File: src/hw/flash_seq_pkg.sv
// Shared constants for the flash self-program sequencer
package flash_seq_pkg;
  localparam int PTR_W = 22;
  localparam int BLK_IDX_W = 6;
  localparam int BLK_BYTES = 64;
  localparam logic [5:0] BLK_LAST = 6'h3f;
  localparam logic [7:0] KEY_FIRST = 8'h55;
  localparam logic [7:0] KEY_SECOND = 8'haa;
  localparam logic [7:0] KEY_READ_VALUE = 8'h00;
  localparam logic [7:0] HOLD_RESET = 8'hff;
  // Control register bit positions
  localparam int CTL_PGM = 7;
  localparam int CTL_CFG = 6;
  localparam int CTL_ERASE = 4;
  localparam int CTL_ERR = 3;
  localparam int CTL_WRITE_ENABLE_BIT = 2;
  localparam int CTL_START = 1;
  // Control register reset values
  localparam logic PGM_RESET = 1'b0;
  localparam logic CFG_RESET = 1'b0;
  localparam logic ERASE_RESET = 1'b0;
  localparam logic ERR_RESET = 1'b1;
  localparam logic WRITE_ENABLE_BIT_RESET = 1'b0;
  localparam logic START_RESET = 1'b0;
  // Long write time
  localparam int CNT_W = 20;
  localparam int LONG_WRITE_MS = 2;
  localparam int CLK_FREQ_KHZ = 200_000;
  localparam int unsigned LONG_WRITE_CYCLES = LONG_WRITE_MS * CLK_FREQ_KHZ;
  typedef enum logic [1:0] {
    PTR_KEEP,
    PTR_POST_INC,
    PTR_POST_DEC,
    PTR_PRE_INC
  } ptr_mode_e;
endpackage

File: src/hw/flash_self_program_sequencer.sv
// Flash self-program sequencer: table read/write, block erase and program
// Contract
// - Each table read fetches one byte at the pointer into the latch
// - Table instructions may step the pointer per their mode
// - Pointer bit zero picks low or high byte of the word
// - Erase clears one whole 64-byte block, nothing smaller or larger
// - Erase block chosen by pointer bits 21..6; bits 5..0 ignored
// - No erase or program begins without the unlock sequence
// - Core is stalled during a long write
// - Internal timer ends each long write, about 2 ms
// - Long write ends on timer expiry with no host action
// - Programming always works on a 64-byte block
// - 64 holding registers; table write loads one from the latch
// - Table write touches only holding registers, no stall
// - Holding registers return to FFh on reset and after programming
// - FFh holding byte leaves flash byte untouched; only clears bits
// - Partial loading allowed; unloaded bytes stay unaltered
// - Start bit only set by software; hardware clears it at end
// - Completion sets the sticky complete flag until software clears
// - Error flag set on reset mid-cycle or improper write attempt
// - Erase select clears itself when an erase finishes
`timescale 1ns/1ps
module flash_self_program_sequencer #(
  parameter int unsigned LONG_WRITE_CYCLES =
    flash_seq_pkg::LONG_WRITE_CYCLES
) (
  // Clock, reset, enable
  input wire logic mclk_i,
  input wire logic rst_n_i,
  input wire logic ce_i,
  // Table instructions from the core
  input wire logic tbl_rd_i,
  input wire logic tbl_wr_i,
  input wire logic [1:0] tbl_mode_i,
  input wire logic ptr_load_i,
  input wire logic [21:0] ptr_load_val_i,
  input wire logic latch_load_i,
  input wire logic [7:0] latch_load_val_i,
  // Control register and unlock key port
  input wire logic ctrl_wr_i,
  input wire logic [7:0] ctrl_wdata_i,
  input wire logic key_wr_i,
  input wire logic [7:0] key_wdata_i,
  input wire logic complete_clr_i,
  // Core-visible state
  output logic [21:0] table_pointer_o,
  output logic [7:0] table_latch_o,
  output logic [7:0] ctrl_o,
  output logic [7:0] key_rdata_o,
  output logic write_complete_flag_o,
  output logic core_stall_o,
  // Flash array
  output logic flash_rd_o,
  output logic flash_erase_o,
  output logic flash_prog_o,
  output logic [21:0] flash_addr_o,
  output logic [7:0] flash_wdata_o,
  input wire logic [15:0] flash_rdata_i
);
  typedef enum logic [1:0] {st_idle, st_read, st_prog, st_wait} seq_state_e;

  function automatic logic [21:0] ptr_step(input logic [21:0] p,
                                           input logic up);
    // Only the low 21 bits move; the top bit selects config space
    ptr_step = {p[21], up ? p[20:0] + 21'h000001 : p[20:0] - 21'h000001};
  endfunction

  seq_state_e state, next_state;
  logic [7:0] hold [0:63];
  logic pgm_sel;
  logic cfg_sel;
  logic erase_sel;
  logic err_flag;
  logic write_enable_bit;
  logic start;
  logic rd_lsb;
  logic op_erase;
  logic [5:0] prog_idx;
  logic unlocked;
  logic timer_done;

  flash_seq_pkg::ptr_mode_e mode;
  assign mode = flash_seq_pkg::ptr_mode_e'(tbl_mode_i);

  // Request decode in idle: read beats write beats control; key writes are accepted alongside any of them
  wire idle = state == st_idle;
  wire rd_go = idle && tbl_rd_i;
  wire wr_go = idle && tbl_wr_i && !tbl_rd_i;
  wire ctl_go = idle && ctrl_wr_i && !tbl_rd_i && !tbl_wr_i;
  wire key_go = idle && key_wr_i;

  wire [21:0] ptr_inc = ptr_step(table_pointer_o, 1'b1);
  wire [21:0] ptr_dec = ptr_step(table_pointer_o, 1'b0);
  wire [21:0] eff_ptr =
    (mode == flash_seq_pkg::PTR_PRE_INC) ? ptr_inc : table_pointer_o;
  wire [21:0] next_ptr =
    (mode == flash_seq_pkg::PTR_KEEP) ? table_pointer_o :
    (mode == flash_seq_pkg::PTR_POST_DEC) ? ptr_dec : ptr_inc;

  // Start decode
  wire start_req = ctl_go && ctrl_wdata_i[flash_seq_pkg::CTL_START];
  wire start_ok = start_req && unlocked
    && ctrl_wdata_i[flash_seq_pkg::CTL_WRITE_ENABLE_BIT]
    && ctrl_wdata_i[flash_seq_pkg::CTL_PGM]
    && !ctrl_wdata_i[flash_seq_pkg::CTL_CFG];
  wire start_erase = start_ok && ctrl_wdata_i[flash_seq_pkg::CTL_ERASE];
  wire start_prog = start_ok && !ctrl_wdata_i[flash_seq_pkg::CTL_ERASE];

  wire in_prog = state == st_prog;
  wire last_byte = prog_idx == flash_seq_pkg::BLK_LAST;
  wire hold_skip = hold[prog_idx] == flash_seq_pkg::HOLD_RESET;
  wire timer_go = start_erase || (in_prog && last_byte);
  wire lw_end = state == st_wait && timer_done;
  wire [21:6] blk_base = table_pointer_o[21:6];
  wire [21:0] next_faddr =
    rd_go ? eff_ptr :
    in_prog ? {blk_base, prog_idx} : {blk_base, 6'h00};
  wire [7:0] rd_byte = rd_lsb ? flash_rdata_i[15:8]
                              : flash_rdata_i[7:0];

  always_comb begin
    next_state = state;
    case (state)
      st_idle: begin
        if (rd_go) begin
          next_state = st_read;
        end else if (start_erase) begin
          next_state = st_wait;
        end else if (start_prog) begin
          next_state = st_prog;
        end
      end
      st_read: next_state = st_idle;
      st_prog: next_state = last_byte ? st_wait : st_prog;
      st_wait: next_state = timer_done ? st_idle : st_wait;
      default: next_state = st_idle;
    endcase
  end

  unlock_key_guard u_guard (
    .mclk_i(mclk_i),
    .rst_n_i(rst_n_i),
    .ce_i(ce_i),
    .key_wr_i(key_go),
    .key_wdata_i(key_wdata_i),
    .consume_i(ctl_go),
    .unlocked_o(unlocked)
  );

  long_write_timer #(.CYCLES(LONG_WRITE_CYCLES)) u_timer (
    .mclk_i(mclk_i),
    .rst_n_i(rst_n_i),
    .ce_i(ce_i),
    .start_i(timer_go),
    .done_o(timer_done)
  );

  // Sequencer state and core stall
  always_ff @(posedge mclk_i or negedge rst_n_i) begin
    if (!rst_n_i) begin
      state <= st_idle;
      core_stall_o <= 1'b0;
    end else if (ce_i) begin
      state <= next_state;
      core_stall_o <= next_state != st_idle;
    end
  end

  // Table pointer and latch
  always_ff @(posedge mclk_i or negedge rst_n_i) begin
    if (!rst_n_i) begin
      table_pointer_o <= '0;
      table_latch_o <= '0;
      rd_lsb <= 1'b0;
    end else if (ce_i) begin
      if (rd_go || wr_go) begin
        table_pointer_o <= next_ptr;
      end else if (idle && ptr_load_i) begin
        table_pointer_o <= ptr_load_val_i;
      end
      if (rd_go) begin
        rd_lsb <= eff_ptr[0];
      end
      if (state == st_read) begin
        table_latch_o <= rd_byte;
      end else if (idle && latch_load_i) begin
        table_latch_o <= latch_load_val_i;
      end
    end
  end

  // Flash array strobes; a read takes the word in the same cycle the strobe is high
  always_ff @(posedge mclk_i or negedge rst_n_i) begin
    if (!rst_n_i) begin
      flash_rd_o <= 1'b0;
      flash_erase_o <= 1'b0;
      flash_prog_o <= 1'b0;
      flash_addr_o <= '0;
      flash_wdata_o <= flash_seq_pkg::HOLD_RESET;
    end else if (ce_i) begin
      flash_rd_o <= rd_go;
      flash_erase_o <= start_erase;
      flash_prog_o <= in_prog && !hold_skip;
      flash_addr_o <= next_faddr;
      flash_wdata_o <= hold[prog_idx];
    end
  end

  // Holding registers
  always_ff @(posedge mclk_i or negedge rst_n_i) begin
    if (!rst_n_i) begin
      for (int i = 0; i < flash_seq_pkg::BLK_BYTES; i++) begin
        hold[i] <= flash_seq_pkg::HOLD_RESET;
      end
    end else if (ce_i) begin
      if (lw_end && !op_erase) begin
        for (int i = 0; i < flash_seq_pkg::BLK_BYTES; i++) begin
          hold[i] <= flash_seq_pkg::HOLD_RESET;
        end
      end else if (wr_go) begin
        hold[eff_ptr[5:0]] <= table_latch_o;
      end
    end
  end

  // Program walk index and operation kind
  always_ff @(posedge mclk_i or negedge rst_n_i) begin
    if (!rst_n_i) begin
      prog_idx <= '0;
      op_erase <= 1'b0;
    end else if (ce_i) begin
      if (start_ok) begin
        prog_idx <= '0;
        op_erase <= start_erase;
      end else if (in_prog) begin
        prog_idx <= prog_idx + 6'h01;
      end
    end
  end

  // Control bits
  always_ff @(posedge mclk_i or negedge rst_n_i) begin
    if (!rst_n_i) begin
      pgm_sel <= flash_seq_pkg::PGM_RESET;
      cfg_sel <= flash_seq_pkg::CFG_RESET;
      erase_sel <= flash_seq_pkg::ERASE_RESET;
      // Reads as set after reset, so a cut-short cycle stays visible
      err_flag <= flash_seq_pkg::ERR_RESET;
      write_enable_bit <= flash_seq_pkg::WRITE_ENABLE_BIT_RESET;
      start <= flash_seq_pkg::START_RESET;
    end else if (ce_i) begin
      if (ctl_go) begin
        pgm_sel <= ctrl_wdata_i[flash_seq_pkg::CTL_PGM];
        cfg_sel <= ctrl_wdata_i[flash_seq_pkg::CTL_CFG];
        erase_sel <= ctrl_wdata_i[flash_seq_pkg::CTL_ERASE];
        write_enable_bit <= ctrl_wdata_i[flash_seq_pkg::CTL_WRITE_ENABLE_BIT];
        // Any start attempt raises the flag; a clean finish, or a control write with start and bit 3 clear, drops it
        err_flag <= start_req
          || ctrl_wdata_i[flash_seq_pkg::CTL_ERR];
        start <= start_ok;
      end else if (lw_end) begin
        start <= 1'b0;
        err_flag <= 1'b0;
        if (op_erase) begin
          erase_sel <= 1'b0;
        end
      end
    end
  end

  // Sticky completion flag; a new completion beats a clear
  always_ff @(posedge mclk_i or negedge rst_n_i) begin
    if (!rst_n_i) begin
      write_complete_flag_o <= 1'b0;
    end else if (ce_i) begin
      write_complete_flag_o <= lw_end
        || (write_complete_flag_o && !complete_clr_i);
    end
  end

  assign ctrl_o = {pgm_sel, cfg_sel, 1'b0, erase_sel, err_flag, write_enable_bit,
                   start, 1'b0};
  assign key_rdata_o = flash_seq_pkg::KEY_READ_VALUE;

  // Checking helpers
  logic [flash_seq_pkg::CNT_W-1:0] wait_cnt;
  always_ff @(posedge mclk_i or negedge rst_n_i) begin
    if (!rst_n_i) begin
      wait_cnt <= '0;
    end else if (ce_i) begin
      wait_cnt <= timer_go ? '0 : wait_cnt + 20'h00001;
    end
  end
endmodule

File: src/hw/unlock_key_guard.sv
// Two-key unlock sequence tracker
`timescale 1ns/1ps
module unlock_key_guard (
  // Clock and reset
  input wire logic mclk_i,
  input wire logic rst_n_i,
  input wire logic ce_i,
  // Key writes and consumption
  input wire logic key_wr_i,
  input wire logic [7:0] key_wdata_i,
  input wire logic consume_i,
  // Status
  output logic unlocked_o
);
  typedef enum logic [1:0] {ul_idle, ul_first, ul_armed} unlock_state_e;
  unlock_state_e state, next_state;
  wire key_first = key_wdata_i == flash_seq_pkg::KEY_FIRST;
  wire key_second = key_wdata_i == flash_seq_pkg::KEY_SECOND;

  always_comb begin
    next_state = state;
    if (key_wr_i) begin
      case (state)
        ul_idle: next_state = key_first ? ul_first : ul_idle;
        ul_first: next_state = key_second ? ul_armed : ul_idle;
        default: next_state = ul_idle;
      endcase
    end else if (consume_i) begin
      // A control write spends the unlock unless a key write lands in the same cycle; the key write then decides the state
      next_state = ul_idle;
    end
  end

  always_ff @(posedge mclk_i or negedge rst_n_i) begin
    if (!rst_n_i) begin
      state <= ul_idle;
    end else if (ce_i) begin
      state <= next_state;
    end
  end

  assign unlocked_o = state == ul_armed;
endmodule

File: src/hw/long_write_timer.sv
// Self-timed long write timer
`timescale 1ns/1ps
module long_write_timer #(
  parameter int unsigned CYCLES = flash_seq_pkg::LONG_WRITE_CYCLES
) (
  // Clock and reset
  input wire logic mclk_i,
  input wire logic rst_n_i,
  input wire logic ce_i,
  // Control
  input wire logic start_i,
  output logic done_o
);
  localparam logic [flash_seq_pkg::CNT_W-1:0] LOAD =
    flash_seq_pkg::CNT_W'(CYCLES);
  localparam logic [flash_seq_pkg::CNT_W-1:0] ONE = 20'h00001;
  logic [flash_seq_pkg::CNT_W-1:0] cnt;
  wire at_last = cnt == ONE;
  wire running = cnt != '0;

  always_ff @(posedge mclk_i or negedge rst_n_i) begin
    if (!rst_n_i) begin
      cnt <= '0;
      done_o <= 1'b0;
    end else if (ce_i) begin
      if (start_i) begin
        cnt <= LOAD;
      end else if (running) begin
        cnt <= cnt - ONE;
      end
      done_o <= at_last && !start_i;
    end
  end
endmodule

File: config.mk
export PLATFORM = sky130hd
export DESIGN_NAME = flash_self_program_sequencer
export DESIGN_NICKNAME = d
export VERILOG_FILES = /design/src/hw/flash_seq_pkg.sv /design/src/hw/flash_self_program_sequencer.sv /design/src/hw/unlock_key_guard.sv /design/src/hw/long_write_timer.sv
export SDC_FILE = /design/constraint.sdc
export NUM_CORES = 1
export LEC_CHECK = 0
export BUFFER_PORTS_ARGS = -buffer_cell sky130_fd_sc_hd__clkbuf_2
export CORE_UTILIZATION = 62
export DETAILED_ROUTE_END_ITERATION = 8
export GPL_ROUTABILITY_DRIVEN = 0
export PLACE_DENSITY = 0.81
export SYNTH_ARGS = -nofsm -noshare
export SYNTH_HDL_FRONTEND = slang
export SYNTH_SLANG_ARGS = --single-unit
File: constraint.sdc
create_clock -name mclk_i -period 3.1 [get_ports mclk_i]
set_clock_uncertainty 0.1 [all_clocks]
set_input_delay 0.775 -clock mclk_i [delete_from_list [all_inputs] [get_ports mclk_i]]
set_output_delay 0.775 -clock mclk_i [all_outputs]
set_load 0.005 [all_outputs]
==> metrics <==
status finished, final reports clean; Seq/Total Area, Yosys 0.528; post-synthesis cell area 30400 um2; fin. max-slew vios 0; Layout area overhead 17.2%; Period minus WS final approximately 3000 ps; vias 20.0k; Synth area leaders dfstp_2 45%, mux2_2 19%, mux4_2 10%; final worst slack 90.7 ps; FF-to-FF setup slack 90 ps; sw frac 0.312; DRC 0; HP Class input port to asynchronous set/reset pin; Initial Utilization 0.633; GR Util All Layers 0.313; Logic pwr share 0.267; post-route antenna net violation count 0; worst slew pin tran 1100 ps; Max-Cap Viols 0; Reg clk slew, reported paths 60 ps; WL/cell between 20 and 25 um; Post-Route WL about 76 mm; die area 49900 um2; final design utilization 0.742; worst-path fanout max 40; first-pass GRT wire length 121 mm; peak supply drop roughly 0.00049 V; Final Hold Violating Endpoints 0; Die Height 223 um; total grt overflow 0; Pint 18500 uW; drt pass-1 iters 5; root buffer cell clkbuf_16; first-iteration detailed-routing DRC count 1896; area of the core between 40000 and 50000 um2; Worst Reg2Reg Path Length in Cells 8; CP Launch Type register; Synth Register Bits 616; power per cell area 753 nW/um2; hpwl dp 49.4 mm; Reg2Reg Launch Point prog_idx[0]; P_leak 0.0143 uW; worst slack at placement -54.1 ps; die width 223 um; most frequent cells after synthesis 521 x dfstp_2, 517 x mux2_2, 145 x nand2_1; TritonCTS clock tree yes; area of the multi-input gates 13600 um2; CP Launch Point prog_idx[0]; Seq. cell area 16100 um2; Crit Path Category register to register; count leader, synth dfstp_2; max_slew headroom 0.268; clock sink count 616; filler instances between 2k and 3k; H-Tree Depth 3; CTS Hold Buffers Added 0; Hold WS between 200 and 250 ps; ys async rst share 1.00; Clk pwr share 0.301; num rows 80; period utilisation layout 0.971; Setup-failing EPs final 0; WP data required 3540 ps; Synth area leader dfstp_2; share of cells above drive strength 1 0.677; vias in the first global route roughly 21k; CTS max path bufs 3; post-synth cell types 73; Worst EP arrival 3450 ps; Final nets approximately 2.5k; Inserted Diodes 0; Net Sw Power about 8400 uW; Skew-Pair Late Insertion Delay around 600 ps; Avg Cell Area, Syn between 10 and 15 um2; total CTS buffers 66; FF-to-FF End flash_prog_o; FMAX 332 MHz; top_reg_cell synth dfstp_2; nature of the critical path endpoint register; post-synth top area share 0.450; sequential share of power 0.432; I/O pin cnt 155; Post-synth EDFFs 0; antenna violations before repair 1; largest net degree at the start of global routing 126; Synth warnings 0; port bufs 142; Via density ~6.4; Cells after Synth 2224
## power groups by stage
stage / Clock (uW) / Sequential (uW) / Combinational, uW
6_report: 8070 / 11600 / 7180
5_1_grt: 8480 / 11800 / 7650
4_1_cts: 8180 / 11600 / 7090
3_5_place_dp: 0 / 11700 / 7000
3_3_place_gp: 0 / 11500 / 6720
2_1_floorplan: 0 / 11200 / 4630
## per-layer routing
metal  GRT usage  up-vias  part of all wire
met2       0.507      807              0.49
met3      0.0583      204             0.066
li1            -     8638                 -
met5           0        -                 0
met1       0.418    10400              0.41
met4       0.129        0             0.041
## cell families after synthesis
logic type / Yosys count / share of synthesized area
compound gates: 282 / 0.0627
xor+xnor: 44 / 0.0127
fa+ha+maj: 5 / 0.00206
buf+inv: 201 / 0.0282
flops: 616 / 0.528
mux: 691 / 0.305
other cells: 1 / 0.000123
simple gates: 384 / 0.0609
## worst max-delay path, stage by stage (launching register included)
cell and delay, ps:
dfrtp_4 540, buf_12 330, mux4_2 580, mux2i_2 340, a221oi_1 160, o21ai_0 390
a22oi_1 150, nand4_1 170, a22o_1 130
## layout by cell type (no fill, tap or decap), drive strengths merged, types with 7 or more instances in the layout
cell type,n
xnor2,27
a211oi,9
or3,14
clkbuf,250
and2,7
a31oi,14
mux4,137
nor2b,7
mux2i,37
conb,10
a21oi,119
nor4,10
nand3,26
o21ai,58
mux2,517
nor3,25
and3,13
nand2b,15
or4,7
dfrtp,95
nor2,89
xor2,17
buf,189
dfstp,521
a221oi,7
a22oi,25
inv,26
o22ai,20
nand2,146
## sequential cells by signal (all words and copies together), names as in the netlist
signal / count
table_pointer_o: 22
flash_rd_o: 1
state: 2
flash_erase_o: 1
pgm_sel: 1
core_stall_o: 1
err_flag: 1
flash_wdata_o: 8
cfg_sel: 1
start: 1
u_timer.done_o: 1
prog_idx: 6
table_latch_o: 8
op_erase: 1
flash_addr_o: 22
hold: 512
u_guard.state: 2
write_complete_flag_o: 1
erase_sel: 1
rd_lsb: 1
u_timer.cnt: 20
write_enable_bit: 1
flash_prog_o: 1
## layout make-up
| class | count | area share |
|---|---|---|
| Inverter | 25 | 0.00263 |
| Clock inverter | 8 | 0.00333 |
| Timing Repair Buffer | 330 | 0.0808 |
| Tap cell | 615 | 0.0216 |
| Multi-Input combinational cell | 1416 | 0.381 |
| Clock buffer | 109 | 0.0595 |
| Sequential cell | 616 | 0.451 |
## worst max path at each step
stage	cells after the start	to	slack [ps]
finish	8	flash_prog_o	90
global route	8	u_timer.cnt[18]	-1
CTS	9	flash_prog_o	20
detailed placement	8	hold[6]	-50
global placement	8	hold[4]	-8
floorplan	8	hold[0]	130
## stage by stage
stage / std cells / TNS, ps / instance area (um2) / power (uW)
CTS: 3118 / 0 / 35600 / 26900
finish: 3119 / 0 / 35600 / 26900
global route: 3119 / -1.19 / 35600 / 27900
floorplan: 2233 / 0 / 30400 / 15800
detailed placement: 3001 / -394 / 33400 / 18700
global placement: 3001 / -47.7 / 33400 / 18200
## timing repair
action	in CTS	in global routing
buffers inserted	0	1
gates resized for setup	0	9
endpoints found under the setup margin	0	6
No activity file was read; power rests on OpenSTA's default activity.
